$ cat config.mk
export PLATFORM = sky130hd
export DESIGN_NAME = bus_control_pin_function_mux
export DESIGN_NICKNAME = d
export VERILOG_FILES = /design/src/hw/bus_control_pin_function_mux.v
export VERILOG_INCLUDE_DIRS = /design/src /design/src/hw
export SDC_FILE = /design/constraint.sdc
export NUM_CORES = 1
export LEC_CHECK = 0
export BUFFER_PORTS_ARGS = -buffer_cell sky130_fd_sc_hd__buf_2
export CAP_MARGIN = 20
export CORE_ASPECT_RATIO = 1.4
export CORE_MARGIN = 4
export CORE_UTILIZATION = 56
export DETAILED_ROUTE_END_ITERATION = 7
export PLACE_DENSITY = 0.85
export SYNTH_ARGS = -nofsm -noshare
export SYNTH_HDL_FRONTEND = slang
export SYNTH_SLANG_ARGS = --single-unit
$ cat constraint.sdc
create_clock -name clock_in -period 16.9 [get_ports clock_in]
set_input_delay 1.69 -clock clock_in [delete_from_list [all_inputs] [get_ports clock_in]]
set_output_delay 1.69 -clock clock_in [all_outputs]
set_load 0.05 [all_outputs]
$ cat src/hw/pin_mux_consts.vh
`ifndef PIN_MUX_CONSTS_VH
`define PIN_MUX_CONSTS_VH
// ****************************************
// Register map (byte addresses)
// ****************************************
`define ADDR_ASSIGN 12'h000
`define ADDR_DIVIDER 12'h004
`define ADDR_PORTE 12'h008
`define ADDR_INTCTL 12'h00c
`define ADDR_MODE 12'h010
`define ADDR_TEST 12'h014
// ****************************************
// Assignment register fields
// ****************************************
`define BIT_BUS_ENABLE_SEL 7
`define BIT_TRIM_REF_EN 6
`define BIT_CLOCK_TEST_EN 5
`define BIT_QUEUE_TRACK_EN 4
`define BIT_STROBE_EN 3
`define BIT_RDWR_EN 2
`define BIT_BUS_E_CLOCK_EN 1
`define ASSIGN_RESET 8'h00
// ****************************************
// Interrupt control fields
// ****************************************
`define BIT_IRQ_EDGE 0
`define BIT_IRQ_EN 1
`define INTCTL_RESET 2'h2
// ****************************************
// Reset pin timing (cycles)
// ****************************************
`define RST_DRIVE_CYCLES 5'h10
`define RST_SAMPLE_CYCLES 5'h09
`define DIV_RESET 8'h00
`endif

$ cat src/hw/bus_control_pin_function_mux.v
// Functional notes
// - Port E bit 7 reference function drives the slow divider clock.
// - Divider output runs at half input rate after reset, always even duty.
// - Bus enable function overrides reference clock on shared pin.
// - Clearing reference enable stops reference output on the pin.
// - Port E bit 6 shows test clocks when clock test enabled.
// - Test clocks blocked while queue tracking output is enabled.
// - Low byte strobe is XNOR of address bit 0 and size flag.
// - Reset pin bidirectional low; device drives it on watchdog reset.
// - Interrupt request sensed as falling edge or low level.
// - Mode pins sampled during reset choose initial mode.
// - Mode pins become queue tracking outputs or general I/O.
// - Debug pin selects special mode; later debug or tag input.
// - In expanded mode bus enable gates external read drivers.
// - Bus E clock driven out as timing reference.
// - Ports A and B are I/O single chip, bus when expanded.
// - Read/write pin shows direction when expanded, else I/O.
// - Assign register bit controls bus enable; on after reset expanded.
`timescale 1ns/1ps
`default_nettype none
`include "pin_mux_consts.vh"
module bus_control_pin_function_mux (
  // Clock and reset
  input wire clock_in,
  input wire reset_in,
  // APB slave
  input wire psel_in,
  input wire penable_in,
  input wire pwrite_in,
  input wire [11:0] paddr_in,
  input wire [31:0] pwdata_in,
  output reg [31:0] prdata_out,
  output reg pready_out,
  output reg pslverr_out,
  // Internal bus sources
  input wire e_clock_in,
  input wire bus_enable_int_in,
  input wire addr0_in,
  input wire access_size_flag_in,
  input wire bus_read_in,
  input wire [15:0] bus_addr_in,
  input wire [15:0] bus_wdata_in,
  input wire test_clock_in,
  input wire [1:0] queue_state_in,
  input wire watchdog_timer_reset_in,
  input wire clock_monitor_reset_in,
  // Pins
  input wire reset_pin_in,
  output reg reset_pin_out,
  output reg reset_pin_oe_out,
  input wire int_request_n_in,
  output reg int_pending_out,
  input wire mode_pin_a_in,
  input wire mode_pin_b_in,
  input wire special_mode_select_n_in,
  output reg tag_high_input_out,
  output reg debug_select_out,
  output reg expanded_mode_out,
  output reg special_mode_out,
  output reg pe7_out,
  output reg pe7_oe_out,
  output reg pe6_out,
  output reg pe6_oe_out,
  output reg [1:0] mode_pins_out,
  output reg mode_pins_oe_out,
  output reg low_byte_strobe_out,
  output reg strobe_oe_out,
  output reg rdwr_out,
  output reg rdwr_oe_out,
  output reg bus_e_clock_out,
  output reg [15:0] port_ab_out,
  output reg [15:0] port_ab_oe_out,
  input wire [15:0] port_ab_in,
  output reg [15:0] bus_rdata_out
);

  reg [7:0] port_e_assign_register;
  reg [7:0] div_r;
  reg [7:0] div_cnt_r;
  reg slow_divider_clock;
  reg [7:0] porte_data_r;
  reg [7:0] porte_dir_r;
  reg [15:0] ab_data_r;
  reg [15:0] ab_dir_r;
  reg [1:0] int_control_register;
  reg irq_d_r;
  reg [2:0] mode_r;
  reg in_reset_r;
  reg [4:0] rst_cnt_r;
  reg rst_drive_r;
  reg [7:0] div_cnt_nxt;

  wire wr_en = psel_in & penable_in & pwrite_in;
  wire expanded = mode_r[0];
  wire bus_enable_select_bit = port_e_assign_register[`BIT_BUS_ENABLE_SEL];
  wire trim_reference_enable = port_e_assign_register[`BIT_TRIM_REF_EN];
  wire clock_test_enable = port_e_assign_register[`BIT_CLOCK_TEST_EN];
  wire queue_track_enable = port_e_assign_register[`BIT_QUEUE_TRACK_EN];
  // Active-low bus enable selected when bit clear, expanded mode only
  wire data_bus_enable_out = expanded & ~bus_enable_select_bit;

  // ****************************************
  // APB register access
  // ****************************************
  always @(posedge clock_in or posedge reset_in)
  begin
    if (reset_in)
    begin
      port_e_assign_register <= `ASSIGN_RESET;
      div_r <= `DIV_RESET;
      porte_data_r <= 8'h00;
      porte_dir_r <= 8'h00;
      int_control_register <= `INTCTL_RESET;
      pready_out <= 1'b0;
      pslverr_out <= 1'b0;
      prdata_out <= 32'h00000000;
    end
    else
    begin
      pready_out <= psel_in & ~pready_out;
      pslverr_out <= 1'b0;
      if (psel_in & ~pready_out)
      begin
        prdata_out <= 32'h00000000;
        case (paddr_in)
          `ADDR_ASSIGN: prdata_out[7:0] <= port_e_assign_register;
          `ADDR_DIVIDER: prdata_out[7:0] <= div_r;
          `ADDR_PORTE: prdata_out[15:0] <= {porte_dir_r, porte_data_r};
          `ADDR_INTCTL: prdata_out[1:0] <= int_control_register;
          `ADDR_MODE: prdata_out[2:0] <= mode_r;
          `ADDR_TEST: prdata_out[31:0] <= {ab_dir_r, ab_data_r};
          default: pslverr_out <= 1'b1;
        endcase
      end
      if (wr_en & pready_out)
      begin
        case (paddr_in)
          `ADDR_ASSIGN: port_e_assign_register <= pwdata_in[7:0];
          `ADDR_DIVIDER: div_r <= pwdata_in[7:0];
          `ADDR_PORTE: {porte_dir_r, porte_data_r} <= pwdata_in[15:0];
          `ADDR_INTCTL: int_control_register <= pwdata_in[1:0];
          default: ;
        endcase
      end
    end
  end

  // Port A/B data kept apart so test register stays single driver
  always @(posedge clock_in or posedge reset_in)
  begin
    if (reset_in)
    begin
      ab_data_r <= 16'h0000;
      ab_dir_r <= 16'h0000;
    end
    else if (wr_en & pready_out & (paddr_in == `ADDR_TEST))
    begin
      {ab_dir_r, ab_data_r} <= pwdata_in;
    end
  end

  // ****************************************
  // Slow divider: toggle each div+1 cycles
  // ****************************************
  always @*
  begin
    div_cnt_nxt = (div_cnt_r >= div_r) ? 8'h00 : div_cnt_r + 8'h01;
  end

  // Toggling keeps duty exactly half for every setting
  always @(posedge clock_in or posedge reset_in)
  begin
    if (reset_in)
    begin
      div_cnt_r <= 8'h00;
      slow_divider_clock <= 1'b0;
    end
    else
    begin
      div_cnt_r <= div_cnt_nxt;
      if (div_cnt_r >= div_r)
        slow_divider_clock <= ~slow_divider_clock;
    end
  end

  // ****************************************
  // Reset pin sequencing and mode capture
  // ****************************************
  always @(posedge clock_in or posedge reset_in)
  begin
    if (reset_in)
    begin
      rst_cnt_r <= 5'h00;
      rst_drive_r <= 1'b0;
      in_reset_r <= 1'b1;
      mode_r <= 3'h0;
    end
    else
    begin
      if (watchdog_timer_reset_in | clock_monitor_reset_in)
      begin
        rst_drive_r <= 1'b1;
        rst_cnt_r <= 5'h00;
        in_reset_r <= 1'b1;
      end
      else if (rst_drive_r)
      begin
        rst_cnt_r <= rst_cnt_r + 5'h01;
        if (rst_cnt_r == `RST_DRIVE_CYCLES)
        begin
          rst_drive_r <= 1'b0;
          rst_cnt_r <= 5'h00;
        end
      end
      else if (~reset_pin_in)
      begin
        in_reset_r <= 1'b1;
        rst_cnt_r <= 5'h00;
      end
      else if (in_reset_r)
      begin
        rst_cnt_r <= rst_cnt_r + 5'h01;
        if (rst_cnt_r == `RST_SAMPLE_CYCLES)
          in_reset_r <= 1'b0;
      end
      if (in_reset_r)
        mode_r <= {~special_mode_select_n_in, mode_pin_b_in,
          mode_pin_a_in};
    end
  end

  // ****************************************
  // Interrupt request sensing
  // ****************************************
  always @(posedge clock_in or posedge reset_in)
  begin
    if (reset_in)
    begin
      irq_d_r <= 1'b1;
      int_pending_out <= 1'b0;
    end
    else
    begin
      irq_d_r <= int_request_n_in;
      if (~int_control_register[`BIT_IRQ_EN])
        int_pending_out <= 1'b0;
      else if (int_control_register[`BIT_IRQ_EDGE])
        int_pending_out <= irq_d_r & ~int_request_n_in;
      else
        int_pending_out <= ~int_request_n_in;
    end
  end

  // ****************************************
  // Pin function outputs
  // ****************************************
  always @(posedge clock_in or posedge reset_in)
  begin
    if (reset_in)
    begin
      reset_pin_out <= 1'b0;
      reset_pin_oe_out <= 1'b0;
      pe7_out <= 1'b0;
      pe7_oe_out <= 1'b0;
      pe6_out <= 1'b0;
      pe6_oe_out <= 1'b0;
      mode_pins_out <= 2'h0;
      mode_pins_oe_out <= 1'b0;
      low_byte_strobe_out <= 1'b1;
      strobe_oe_out <= 1'b0;
      rdwr_out <= 1'b1;
      rdwr_oe_out <= 1'b0;
      bus_e_clock_out <= 1'b0;
      port_ab_out <= 16'h0000;
      port_ab_oe_out <= 16'h0000;
      bus_rdata_out <= 16'h0000;
      tag_high_input_out <= 1'b0;
      debug_select_out <= 1'b0;
      expanded_mode_out <= 1'b0;
      special_mode_out <= 1'b0;
    end
    else
    begin
      reset_pin_out <= 1'b0;
      reset_pin_oe_out <= rst_drive_r;
      expanded_mode_out <= expanded;
      special_mode_out <= mode_r[2];
      // Pin serves debug in special, tag input otherwise
      debug_select_out <= mode_r[2] & ~in_reset_r;
      tag_high_input_out <= ~mode_r[2] & ~in_reset_r &
        special_mode_select_n_in;
      if (data_bus_enable_out)
      begin
        // Low while E high on enabled reads, gating external read drivers
        pe7_out <= ~(bus_enable_int_in & e_clock_in & bus_read_in);
        pe7_oe_out <= 1'b1;
      end
      else if (trim_reference_enable)
      begin
        pe7_out <= slow_divider_clock;
        pe7_oe_out <= 1'b1;
      end
      else
      begin
        pe7_out <= porte_data_r[7];
        pe7_oe_out <= porte_dir_r[7];
      end
      if (clock_test_enable & ~queue_track_enable)
      begin
        pe6_out <= test_clock_in;
        pe6_oe_out <= 1'b1;
      end
      else
      begin
        pe6_out <= porte_data_r[6];
        pe6_oe_out <= porte_dir_r[6];
      end
      if (queue_track_enable)
      begin
        mode_pins_out <= queue_state_in;
        mode_pins_oe_out <= 1'b1;
      end
      else
      begin
        mode_pins_out <= porte_data_r[5:4];
        mode_pins_oe_out <= porte_dir_r[5];
      end
      if (port_e_assign_register[`BIT_STROBE_EN])
      begin
        low_byte_strobe_out <= ~(addr0_in ^ access_size_flag_in);
        strobe_oe_out <= 1'b1;
      end
      else
      begin
        low_byte_strobe_out <= porte_data_r[3];
        strobe_oe_out <= porte_dir_r[3];
      end
      if (expanded & port_e_assign_register[`BIT_RDWR_EN])
      begin
        rdwr_out <= bus_read_in;
        rdwr_oe_out <= 1'b1;
      end
      else
      begin
        rdwr_out <= porte_data_r[2];
        rdwr_oe_out <= porte_dir_r[2];
      end
      bus_e_clock_out <= e_clock_in;
      if (expanded)
      begin
        // Address in E low, write data in E high
        port_ab_out <= e_clock_in ? bus_wdata_in : bus_addr_in;
        port_ab_oe_out <= {16{~(e_clock_in & bus_read_in)}};
        bus_rdata_out <= port_ab_in;
      end
      else
      begin
        port_ab_out <= ab_data_r;
        port_ab_oe_out <= ab_dir_r;
        bus_rdata_out <= 16'h0000;
      end
    end
  end

endmodule // bus_control_pin_function_mux
`default_nettype wire

==> impl_metrics.yaml <==
route:
  dr_total_vias: 5516
  dr.pass1.iters: 5
  post_drt_wl_per_cell_um: 19.04
  drt_iter0_drc: 315
  wl_mm: 18.94
  avgViaCountPerCell: 5.544
  antenna_left: 0
  drc: 0
layout:
  drive_gt1_share_pct: 41.87
  nNetsFinal: 923
  mostFrequentLayoutCells: "buf_2 (212), dfrtp_1 (180), mux2_2 (55)"
  final_area_mm2: 0.009447
  area_growth_pct: 23.83
  final_common_cell: "buf_2"
die:
  floorplan.initialDensity_pct: 56.98
  die_y_um: 146.1
  fp-row-count: 50
  dieArea_mm2: 0.01558
  ioPinCount: 213
  fp.coreArea_mm2: 0.01339
  die_w_um: 106.6
logic_synthesis:
  yosysTopAreaCell: "dfrtp_1"
  postSynthCellCount: 593
  ys_warn_count: 0
  synth_nets: 717
  ys_seq_area_share_pct: 61.10
  ys_ff_latch: 186
  synth_area_per_cell_um2: 12.86
  synth_top_area_share_pct: 59.37
  async_reset_ff_share_pct: 100.0
  synthFlopType: "dfrtp_1"
  synthTopCellsByArea: "dfrtp_1 (59%), mux2_2 (8.1%), mux2_4 (3.1%), mux2i_1 (3.0%), nor2_1 (2.0%)"
  synth_cell_type_count: 54
  syn-cell-area_mm2: 0.007629
  synth_edf_count: 0
global_routing:
  grt_pass1_wl_mm: 30.33
  use_met2_pct: 43.22
  grtUsageMet1_pct: 29.82
  grt_max_degree: 106
  first_global_vias: 5958
  grt.total_usage_pct: 24.88
  busiest_layer: "met2"
  antenna_found_initial: 0
  grt_util_met3_pct: 4.688
  grt_overflow_total: 0
placed_design:
  globalplace.congestion: 0.8544
  placed_cell_area_mm2: 0.008811
  dp_hpwl_mm: 13.70
  io_buffer_count: 211
worst_setup_path:
  path_cells: "buf_2 > or4_4 > or4_4 > nor2_4 > mux2_2"
  path_delay_family: "simple AND/OR/NAND/NOR gates"
  critPathCaptureType: "flop"
  path_buf_inv: 1
  worstPathArrival_ns: 4.16
  crit_type: "in2reg"
  crit_path_max_incr_delay_ns: 0.78
  worstPathMaxFanout: 32
  cp_slowest_cell: "nor2_4"
  critPathLaunchType: "primary input"
  crit_required_ns: 17.20
  crit_top_cell: "or4_4"
clock_network:
  holdBufCountCts: 0
  clockRootBuffer: "clkbuf_16"
  cts_buffer_depth: 2
  clock_sinks: 186
  path_clk_slew_ns: 0.07
  cts.repair.resized: 0
  cts_tree: "yes"
  cts-buffers-inserted: 17
  insertion_delay_ns: 0.42
  cts_setup_buffers: 0
  cts_max_level: 4
job:
  cap_violations: 0
outcome:
  outcome: "finished clean"
sta:
  setup_violations: 0
  slew_headroom_pct: 33.24
  hold_viol: 0
  min_period_over_period_pct: 22.86
  rsz0062_at_grt: "false"
  slew_violations: 0
  clock_skew_ns: 0.01219
  hold_slack_ns: 0.4616
  post-route-min-period_ns: 3.863
  fin_setup_tns_ns: 0
  clock.fmax_ghz: 0.2589
  worstMarginPinSlew_ns: 0.9990
power_and_ir_drop:
  power_density_mw_per_mm2: 100.2
  p_total_uw: 946.3
  leakage_nw: 4.955
  ir_drop_mv: 0.06412
hold_path:
  hold_class: "reg2reg"
sequential cells by signal, summed over array words and instances (netlist names), 5 cells and up:
name	flops
port_ab_out	16
porte_dir_r	8
prdata_out	32
div_r	8
rst_cnt_r	5
port_e_assign_register	8
ab_data_r	16
div_cnt_r	8
ab_dir_r	16
porte_data_r	8
bus_rdata_out	16
port_ab_oe_out	16
metal layers:
layer  up-vias  wire length (µm)  share of wire, %
met4         0               750               4.0
met1      2745              6934                37
met5         -                 0                 0
met2       236             10180                54
met3        59              1079               5.7
li1       2476                 -                 -
power by group:
group	internal, mW	switching [mW]
Sequential	0.454	0.00370
Combinational	0.0232	0.0613
Clock	0.235	0.169
worst paths after layout:
path / start / endpoint / slack, ns / depth (start not counted)
max reg2reg: pready_out / ab_dir_r[14] / 14.49 / 4
min in group asynchronous: reset_in / bus_rdata_out[0] / 1.47 / 2
max: paddr_in[9] / ab_dir_r[14] / 13.04 / 5
max in group asynchronous: reset_in / port_ab_out[3] / 13.88 / 3
min: mode_r[2] / special_mode_out / 0.46 / 0
min reg2reg: mode_r[2] / special_mode_out / 0.46 / 0
Yosys cell counts, drive strengths merged, types with 2 or more instances:
cell,number
o21a,2
nand2,25
nand3b,2
and3,2
a22o,16
nor2,41
or3,2
nor2b,5
xor2,8
a22oi,14
xnor2,2
dfstp,5
a21oi,26
and2,17
clkbuf,20
or4b,2
buf,10
nand4,2
nor3,2
mux2i,23
mux4,3
o2111ai,2
ha,12
a21o,2
nor4,2
mux2,73
nand3,5
inv,32
or4,5
or2,5
a2111oi,2
dfrtp,181
o21ai,27
nand2b,4
through the flow:
step / cells / util (%) / setup slack (ns)
floorplan: 593 / - / 10.16
finish: 995 / 70.56 / 13.04
CTS: 991 / 70.30 / 13.04
global route: 994 / 70.54 / 12.97
global placement: 959 / 65.81 / 12.70
detailed placement: 959 / 65.81 / 12.62
area by class of cell:
| class | count | area [µm²] |
|---|---|---|
| diodes | 1 | 2.502 |
| clock buffers | 19 | 432.9 |
| clock inverters | 13 | 167.7 |
| fillers | 936 | 3941 |
| inverters | 32 | 125.1 |
| multi-input cells | 345 | 2718 |
| flip-flops and latches | 186 | 4662 |
| well taps | 182 | 227.7 |
| repair buffers | 217 | 1111 |
cell families after synthesis:
kind of cell | Yosys count | synth area share (%)
other | 1 | 0.04916
adder cells (fa/ha/maj) | 12 | 1.968
multiplexers | 99 | 15.47
flip-flops | 186 | 61.10
buffers and inverters | 62 | 3.461
AND/OR/NAND/NOR | 125 | 8.496
AO/OA/AOI/OAI | 98 | 8.316
XOR/XNOR | 10 | 1.148
worst reg2reg max path: stages (launching register included):
cell	delay (ns)
dfrtp_1	0.46
nand4_1	0.12
or4_4	0.47
nor2_4	0.78
mux2_2	0.48
Note: power is estimated with default switching activity, not from simulation.
